`src/smsp_map.vh`:
```
/*
 * Constants for the mode-0 serial slave port: frame width, FIFO shape and
 * the oscillator start-up wait.
 * Assumes the including file runs on a 25 MHz core clock.
 */
`ifndef SMSP_MAP_VH
`define SMSP_MAP_VH

// ****************************************************************
// Word and buffer shape, data-out reset level
// ****************************************************************
`define SMSP_WORD_BITS 8
`define SMSP_FIFO_DEPTH 32
`define SMSP_MISO_RESET 1'b0

// ****************************************************************
// Timing
// ****************************************************************
`define SMSP_CLK_HZ 25000000
`define SMSP_XTAL_START_US 2000
// Start-up wait in core cycles, 2000 us at 25 cycles per us, sized to the counter.
`define SMSP_XTAL_START_CYC 24'h00c350

`endif

```
`src/smsp_port.v`:
```
/*
 * Mode-0 serial slave port with a receive FIFO and a transmit word input,
 * plus the FIFO module that buffers received words.
 * Assumes the serial clock is well below a quarter of ref_clk_in and that
 * the pad logic resolves the data-out pin from its active-low enable.
 */
`timescale 1ns/1ps
`include "smsp_map.vh"

// ****************************************************************
// Receive FIFO
// ****************************************************************
module smsp_fifo #(
    parameter WIDTH = `SMSP_WORD_BITS,
    parameter DEPTH = `SMSP_FIFO_DEPTH,
    parameter AW = 5
) (
    input wire ref_clk_in,
    input wire reset_n_in,
    input wire in_valid_in,
    output wire in_ready_out,
    input wire [WIDTH-1:0] in_data_in,
    output wire out_valid_out,
    input wire out_ready_in,
    output wire [WIDTH-1:0] out_data_out
);
    reg [WIDTH-1:0] mem [0:DEPTH-1];
    reg [AW-1:0] wr_ptr;
    reg [AW-1:0] rd_ptr;
    reg [AW:0] count;
    wire do_wr;
    wire do_rd;

    assign in_ready_out = (count != DEPTH[AW:0]);
    assign out_valid_out = (count != {(AW+1){1'b0}});
    assign out_data_out = mem[rd_ptr];
    assign do_wr = in_valid_in && in_ready_out;
    assign do_rd = out_valid_out && out_ready_in;

    always @(posedge ref_clk_in) begin
        if (do_wr) begin
            mem[wr_ptr] <= in_data_in;
        end
    end

    always @(posedge ref_clk_in or negedge reset_n_in) begin
        if (!reset_n_in) begin
            wr_ptr <= {AW{1'b0}};
            rd_ptr <= {AW{1'b0}};
            count <= {(AW+1){1'b0}};
        end else begin
            if (do_wr) begin
                wr_ptr <= (wr_ptr == DEPTH[AW-1:0] - 1'b1 && DEPTH != (1 << AW))
                    ? {AW{1'b0}} : wr_ptr + 1'b1;
            end
            if (do_rd) begin
                rd_ptr <= (rd_ptr == DEPTH[AW-1:0] - 1'b1 && DEPTH != (1 << AW))
                    ? {AW{1'b0}} : rd_ptr + 1'b1;
            end
            if (do_wr && !do_rd) begin
                count <= count + 1'b1;
            end else if (do_rd && !do_wr) begin
                count <= count - 1'b1;
            end
        end
    end
endmodule

// ****************************************************************
// Serial slave port
// ****************************************************************
module smsp_port #(
    parameter WIDTH = `SMSP_WORD_BITS,
    parameter DEPTH = `SMSP_FIFO_DEPTH,
    parameter [23:0] START_CYC = `SMSP_XTAL_START_CYC
) (
    input wire ref_clk_in,
    input wire reset_n_in,
    input wire enable_in,
    input wire spi_sclk_in,
    input wire spi_ss_n_in,
    input wire spi_mosi_in,
    output wire spi_miso_out,
    output wire spi_miso_oe_n_out,
    output wire ready_out,
    output wire rx_valid_out,
    input wire rx_ready_in,
    output wire [WIDTH-1:0] rx_data_out,
    input wire [WIDTH-1:0] tx_data_in,
    output wire tx_take_out,
    output wire overrun_out
);
    reg [2:0] sclk_sync;
    reg [1:0] ss_sync;
    reg [1:0] mosi_sync;
    reg [1:0] en_sync;
    reg [23:0] start_cnt;
    reg ready;
    reg [WIDTH-1:0] rx_shift;
    reg [WIDTH-1:0] tx_shift;
    reg [3:0] bit_cnt;
    reg miso;
    reg word_valid;
    reg [WIDTH-1:0] word;
    reg take;
    reg overrun;
    reg first;
    wire sel;
    wire rise;
    wire fall;
    wire fifo_ready;

    // Third stage only feeds the edge detector, never the first flop.
    always @(posedge ref_clk_in or negedge reset_n_in) begin
        if (!reset_n_in) begin
            sclk_sync <= 3'h0;
            ss_sync <= 2'h3;
            mosi_sync <= 2'h0;
            en_sync <= 2'h0;
        end else begin
            sclk_sync <= {sclk_sync[1:0], spi_sclk_in};
            ss_sync <= {ss_sync[0], spi_ss_n_in};
            mosi_sync <= {mosi_sync[0], spi_mosi_in};
            en_sync <= {en_sync[0], enable_in};
        end
    end

    // Enable comes from a host pin, so it is synchronised first; a glitch only restarts the wait.
    always @(posedge ref_clk_in or negedge reset_n_in) begin
        if (!reset_n_in) begin
            start_cnt <= 24'h0;
            ready <= 1'b0;
        end else if (!en_sync[1]) begin
            start_cnt <= 24'h0;
            ready <= 1'b0;
        end else if (start_cnt >= START_CYC - 24'h1) begin
            ready <= 1'b1;
        end else begin
            start_cnt <= start_cnt + 24'h1;
        end
    end

    assign sel = ready && !ss_sync[1];
    assign rise = sclk_sync[1] && !sclk_sync[2];
    assign fall = !sclk_sync[1] && sclk_sync[2];

    always @(posedge ref_clk_in or negedge reset_n_in) begin
        if (!reset_n_in) begin
            rx_shift <= {WIDTH{1'b0}};
            tx_shift <= {WIDTH{1'b0}};
            bit_cnt <= 4'h0;
            miso <= `SMSP_MISO_RESET;
            word_valid <= 1'b0;
            word <= {WIDTH{1'b0}};
            take <= 1'b0;
            overrun <= 1'b0;
            first <= 1'b1;
        end else begin
            take <= 1'b0;
            if (word_valid && fifo_ready) begin
                word_valid <= 1'b0;
            end
            if (!sel) begin
                // Each select period starts a fresh word count.
                bit_cnt <= 4'h0;
                first <= 1'b1;
            end else begin
                if (first) begin
                    // Mode 0 needs the first bit out before the first rising edge.
                    tx_shift <= {tx_data_in[WIDTH-2:0], 1'b0};
                    miso <= tx_data_in[WIDTH-1];
                    take <= 1'b1;
                    first <= 1'b0;
                end else if (fall && bit_cnt != 4'h0) begin
                    miso <= tx_shift[WIDTH-1];
                    tx_shift <= {tx_shift[WIDTH-2:0], 1'b0};
                end else if (fall) begin
                    miso <= tx_data_in[WIDTH-1];
                    tx_shift <= {tx_data_in[WIDTH-2:0], 1'b0};
                    take <= 1'b1;
                end
                if (rise) begin
                    rx_shift <= {rx_shift[WIDTH-2:0], mosi_sync[1]};
                    if (bit_cnt == WIDTH[3:0] - 4'h1) begin
                        bit_cnt <= 4'h0;
                        word <= {rx_shift[WIDTH-2:0], mosi_sync[1]};
                        word_valid <= 1'b1;
                        // A full buffer lets the new word overwrite the held word rather than stalling a master-paced link.
                        if (word_valid && !fifo_ready) begin
                            overrun <= 1'b1;
                        end
                    end else begin
                        bit_cnt <= bit_cnt + 4'h1;
                    end
                end
            end
        end
    end

    assign spi_miso_out = miso;
    assign spi_miso_oe_n_out = !sel;
    assign ready_out = ready;
    assign tx_take_out = take;
    assign overrun_out = overrun;

    smsp_fifo #(
        .WIDTH(WIDTH),
        .DEPTH(DEPTH)
    ) u_fifo (
        .ref_clk_in(ref_clk_in),
        .reset_n_in(reset_n_in),
        .in_valid_in(word_valid),
        .in_ready_out(fifo_ready),
        .in_data_in(word),
        .out_valid_out(rx_valid_out),
        .out_ready_in(rx_ready_in),
        .out_data_out(rx_data_out)
    );
endmodule

```
`config.mk`:
```
export PLATFORM = sky130hd
export DESIGN_NAME = smsp_port
export DESIGN_NICKNAME = d
export VERILOG_FILES = /design/src/smsp_port.v
export VERILOG_INCLUDE_DIRS = /design/src /design/src/src
export SDC_FILE = /design/constraint.sdc
export NUM_CORES = 1
export LEC_CHECK = 0
export BUFFER_PORTS_ARGS = -buffer_cell sky130_fd_sc_hd__buf_2
export CORE_MARGIN = 5
export CORE_UTILIZATION = 55
export CTS_CLUSTER_SIZE = 14
export DETAILED_ROUTE_END_ITERATION = 8
export GPL_ROUTABILITY_DRIVEN = 0
export MAX_ROUTING_LAYER = met4
export PLACE_DENSITY = 0.8
export SYNTH_ARGS = -nofsm -noshare
export SYNTH_HDL_FRONTEND = slang
export SYNTH_HIERARCHICAL = 1
export SYNTH_SLANG_ARGS = --single-unit
```
`constraint.sdc`:
```
create_clock -name ref_clk_in -period 3.6 [get_ports ref_clk_in]
set_input_delay 0.18 -clock ref_clk_in [delete_from_list [all_inputs] [get_ports ref_clk_in]]
set_output_delay 0.18 -clock ref_clk_in [all_outputs]
set_load 0.01 [all_outputs]
```
---- Yosys cells after proc, flatten, opt, wreduce, memory -nomap -nowiden ----
Memories as Yosys holds them, arrays and structs flattened.
Index checks and enable logic that the tools add are counted.
word-level totals
  register bits ........................... 82
  bits in writable memories ............... 256
  bits of input ports ..................... 15
  output and inout bits ................... 14
  word-level logic and storage cells ...... 81
  memories kept ........................... 1
memory list
  memory      depth  bits a word  rd ports  clocked after Yosys merged registers in  wr ports  RTL line        text
  u_fifo.mem  32     8            1         0                                        1         smsp_port.v:27  reg [WIDTH-1:0] mem [0:DEPTH-1];
operators by class
  $add $sub $neg .......................... 6
  $lt $le $gt $ge ......................... 1
  equal/unequal tests ..................... 5
  muxes and demuxes ....................... 26
  reductions and logical operators ........ 24
operator list
  operator                 count
  $mux W24                 2
  $add A24 B1 Y24 const B  1
  $ge A24 B16 Y1 const B   1
  $mux W8                  3
  $mux W1                  16
  $mux W4                  3
  $mux W6                  2
  $add A5 B1 Y5 const B    2
  $logic_and A1 B1 Y1      9
  $logic_not A1 Y1         7
  $add A6 B1 Y6 const B    1
  $ne A6 B6 Y1 const B     1
  $reduce_bool A6 Y1       1
  $sub A6 B1 Y6 const B    1
  $add A4 B1 Y4 const B    1
  $eq A4 B3 Y1 const B     1
  $ne A2 B1 Y1 const B     2
  $reduce_and A2 Y1        2
  $reduce_and A4 Y1        1
  $reduce_bool A4 Y1       1
  $reduce_and A3 Y1        1
  $reduce_bool A3 Y1       1
  $ne A2 B2 Y1 const B     1
  $reduce_bool A2 Y1       1

---- Depth between registers and ports, before layout ----
  depth after elaboration ................. 6
  depth in mapped cells ................... 10
  mapped depth without buffers ............ 10

---- By module ----
The synthesis kept the hierarchy.
modules (own cells, without submodules)
  module     instances  cells each  area an instance (µm²)  sequential area each (µm²)
  smsp_fifo  1          559         10946.7                 8087.8
  smsp_port  1          236         2746.4                  1630.3

---- Worst setup path after synthesis ----
OpenSTA, ideal clock, no wires.
  kind .................................... reg-to-reg
  from .................................... register u_fifo.count[1]
  to ...................................... register u_fifo.count[4]
  setup time .............................. 135 ps
  arrival time ............................ 2524 ps
  data required time ...................... 3465 ps
  path slack .............................. 941 ps
  cell stages (with the launch flop) ...... 11
  path through ............................ dfrtp_1 -> or4_4 -> o31a_1 -> buf_4 -> ha_1 -> inv_1 -> ha_1 -> nor2b_1 -> o21ai_0 -> nor3b_1 -> o31ai_1
between the ends
  longest elaborated chain between the ends .. 5
ends and longest elaborated chain
  item                          RTL line        text
  start: declaration            smsp_port.v:30  reg [AW:0] count;
  start signal: assignment      smsp_port.v:50  count <= {(AW+1){1'b0}};
  start signal: assignment      smsp_port.v:61  count <= count + 1'b1;
  start signal: assignment      smsp_port.v:63  count <= count - 1'b1;
  $ne A6 B6 Y1 (*)              smsp_port.v:34  assign in_ready_out = (count != DEPTH[AW:0]);
  $logic_and A1 B1 Y1 (*)       smsp_port.v:37  assign do_wr = in_valid_in && in_ready_out;
  net u_fifo.do_wr              smsp_port.v:31  wire do_wr;
  $logic_not A1 Y1              smsp_port.v:62  end else if (do_rd && !do_wr) begin
  $logic_and A1 B1 Y1           smsp_port.v:62
  $reduce_bool A2 Y1 (no line)  n/a
The timed path passes the listed nets; every way through them passes the cells marked *. The select of a mux whose other input is x is not followed.
A chain may end at the register's enable or synchronous reset.

---- Worst setup path after layout ----
  from .................................... register u_fifo.rd_ptr[1]
  to ...................................... output rx_data_out[3]
between the ends
  longest elaborated chain between the ends .. 1
ends and longest elaborated chain
  item                      RTL line        text
  start: declaration        smsp_port.v:29  reg [AW-1:0] rd_ptr;
  start signal: assignment  smsp_port.v:49  rd_ptr <= {AW{1'b0}};
  start signal: assignment  smsp_port.v:57  rd_ptr <= (rd_ptr == DEPTH[AW-1:0] - 1'b1 && DEPTH != (1 << AW))
  $mem_v2 Z32 W8            n/a
  end: declaration          smsp_port.v:88  output wire [WIDTH-1:0] rx_data_out,
No other way between the ends.

==> run summary <==
Peak VDD IR -> 333 µV
core area -> 24400 µm²
RSZ-0062 raised after global routing -> no
Die Ht -> 168 µm
Seq cells post-synth -> 337
drc violations -> 0
CTS tree -> yes
Die Wd -> 168 µm
Net Count, Synth -> 825
Hold Violations, Final -> 0
Post-DRT Antenna Nets -> 0
final setup vio count -> 0
Filler cells -> 1675
die area -> 28200 µm²
synthesized area -> 13700 µm²
share of post-route cells with drive strength above 1 -> 16.4%
Post-Syn Area per Cell -> 17.2 µm²
drt pass-1 iters -> 5
Mapped Cells -> 795
first-pass GRT wire length -> 41200 µm
largest net degree at the start of global routing -> 82
Seq. cell area -> 9720 µm²
CTS root buf -> clkbuf_16
DP Wirelength -> 15200 µm
Resized Gates After CTS -> 0
Startpoint Class -> flop
worst-path maximum fanout -> 24
Max Slew Vio Count -> 0
area occupied by multi-input gates -> 3680 µm²
Synth area leaders -> edfxtp_1 (56%), dfrtp_1 (14%), mux4_2 (4.6%), mux4_1 (4.2%), mux2i_1 (2.9%)
vias in the first global route -> 7300
setup bufs post-CTS -> 0
pre-CTS setup slack -> 624 ps
synth unique cells -> 64
crit path DAT -> 3040 ps
ys flop type -> edfxtp_1
critical path class -> flop to primary output
setup tns final -> 0 ps
GRT Util Overall -> 19.3%
clk_skew -> 15.1 ps
H-tree levels -> 2
number of flops mapped to enable cells by yosys -> 256
LEAKAGE -> 4.58 nW
Buffers on Ports -> 28
TritonCTS buffer count -> 34
Area Growth Syn to Fin -> 11.4%
period utilization -> 89.5%
Ports -> 29
ant diodes -> 0
most frequent cells in the layout -> edfxtp_1 (256), dfrtp_1 (76), nor2_1 (45)
top cell type's share of synthesized area -> 56.1%
yosys warns -> 6
Congestion Overflow GR -> 0
final WL -> 26100 µm
Pwr Density -> 490 nW/µm²
wire per inst -> 21.9 µm
headroom to the max-slew limit -> 19.9%
most common cell after layout, fill and taps aside -> edfxtp_1
Hold Crit Class -> primary input to flop
Clock Tree Buf Depth -> 3
DRT iter0 DRCs -> 553
hold buffers post-CTS -> 13
Vias -> 7218
antenna violations before repair -> 0
MaxCap Viol Count -> 0
CTS Sinks -> 337
Clk pin slew, worst setup/hold paths -> 60 ps
data required time at the worst endpoint -> 3420 ps
FFs w/ async S/R, synth -> 24.0%
Fmax -> 310 MHz
Initial Utilization -> 56.1%
worst-margin pin slew -> 1200 ps
Yosys top cell by area -> edfxtp_1
sequential fraction of the synthesis area -> 71.0%
setup slack after layout -> 378 ps
Critical Path End Type -> primary output
vias per cell -> 6.07
fin nets -> 873
crit path time final -> 3220 ps
status -> finished clean
Clk Latency, worst-skew pair -> 520 ps
number of cell rows -> 57
-- sequential cells by signal, indices dropped and copies added (netlist names) --
register	flops
sclk_sync	3
en_sync	2
first	1
u_fifo/wr_ptr	5
u_fifo/mem	256
ss_sync	2
mosi_sync	2
tx_shift	7
overrun_out	1
u_fifo/count	6
u_fifo/rd_ptr	5
word	8
tx_take_out	1
bit_cnt	4
word_valid	1
start_cnt	24
rx_shift	7
ready_out	1
spi_miso_out	1
-- logic make-up (layout without fill, tap and decap cells) --
kind of cell | after synthesis | count (layout) | share of synthesized area (%)
flops | 337 | 337 | 71.0
xor+xnor | 12 | 12 | 0.768
mux | 106 | 106 | 13.1
compound gates | 116 | 116 | 5.74
fa+ha+maj | 15 | 15 | 1.43
simple gates | 153 | 153 | 5.88
buf+inv | 56 | 127 | 2.16
-- synth_stat cells (8+ instances only) --
| library cell | count |
|---|---|
| edfxtp_1 | 256 |
| dfrtp_1 | 78 |
| nor2_1 | 45 |
| mux2i_1 | 40 |
| a21oi_1 | 29 |
| nand2_1 | 29 |
| mux4_2 | 28 |
| mux4_1 | 22 |
| o21ai_0 | 18 |
| clkbuf_1 | 17 |
| inv_1 | 17 |
| mux2_2 | 16 |
| a211oi_1 | 15 |
| ha_1 | 14 |
| o31ai_1 | 11 |
| or4_1 | 11 |
| buf_2 | 10 |
| and2_1 | 9 |
| xnor2_1 | 9 |
| a22oi_1 | 8 |
| nand3_1 | 8 |
| o221ai_1 | 8 |
-- critical path: stages, from the launching register on --
cell and delay [ps]:
dfrtp_2 740, buf_4 420, mux4_2 360, a22o_1 260, a211oi_1 430, a21oi_1 120
buf_2 170
-- routing by layer --
metal,share of wire [%],up-vias,global-route usage [%]
met1,40,3642,25.2
met4,2.7,0,6.14
li1,-,3257,-
met3,6.6,45,4.08
met5,0,-,-
met2,51,274,30.9
-- final timing paths --
check,from,endpoint,slack [ps],depth (start not counted)
setup / recovery,u_fifo/rd_ptr[1]$_DFFE_PN0P_,rx_data_out[3],380,6
hold / removal,rx_ready_in,u_fifo/rd_ptr[0]$_DFFE_PN0P_,140,3
setup reg to reg,u_fifo/count[1]$_DFFE_PN0P_,u_fifo/count[4]$_DFFE_PN0P_,630,9
hold reg to reg,en_sync[0]$_DFF_PN0_,en_sync[1]$_DFF_PN0_,360,0
max in group asynchronous,reset_n_in,u_fifo/rd_ptr[0]$_DFFE_PN0P_,2460,2
min in group asynchronous,reset_n_in,tx_shift[4]$_DFFE_PN0P_,350,2
-- stage by stage --
step	total power, mW	util [%]	hold WS, ps	instance area, µm²	instances
after floorplan	4.25	-	-116	13700	795
after CTS	7.54	62.6	127	15300	1190
final	7.47	62.6	144	15300	1190
after detailed placement	4.27	57.8	287	14100	1118
after global placement	4.27	57.8	287	14100	1118
after global routing	7.71	62.6	142	15300	1190
-- power breakdown --
| group | switching (mW) | internal [mW] |
|---|---|---|
| sequential | 0.00698 | 4.15 |
| clock | 1.41 | 1.86 |
| combinational | 0.0286 | 0.0223 |
| total | 1.44 | 6.03 |
-- area by class of cell --
class / count / area share [%]
Sequential cell: 337 / 63.7
Multi-Input combinational cell: 402 / 24.1
Clock buffer: 42 / 5.91
Tap cell: 324 / 2.66
Timing Repair Buffer: 51 / 2.36
Clock inverter: 17 / 0.804
Inverter: 17 / 0.418
Note: power is estimated with default switching activity, not from simulation.
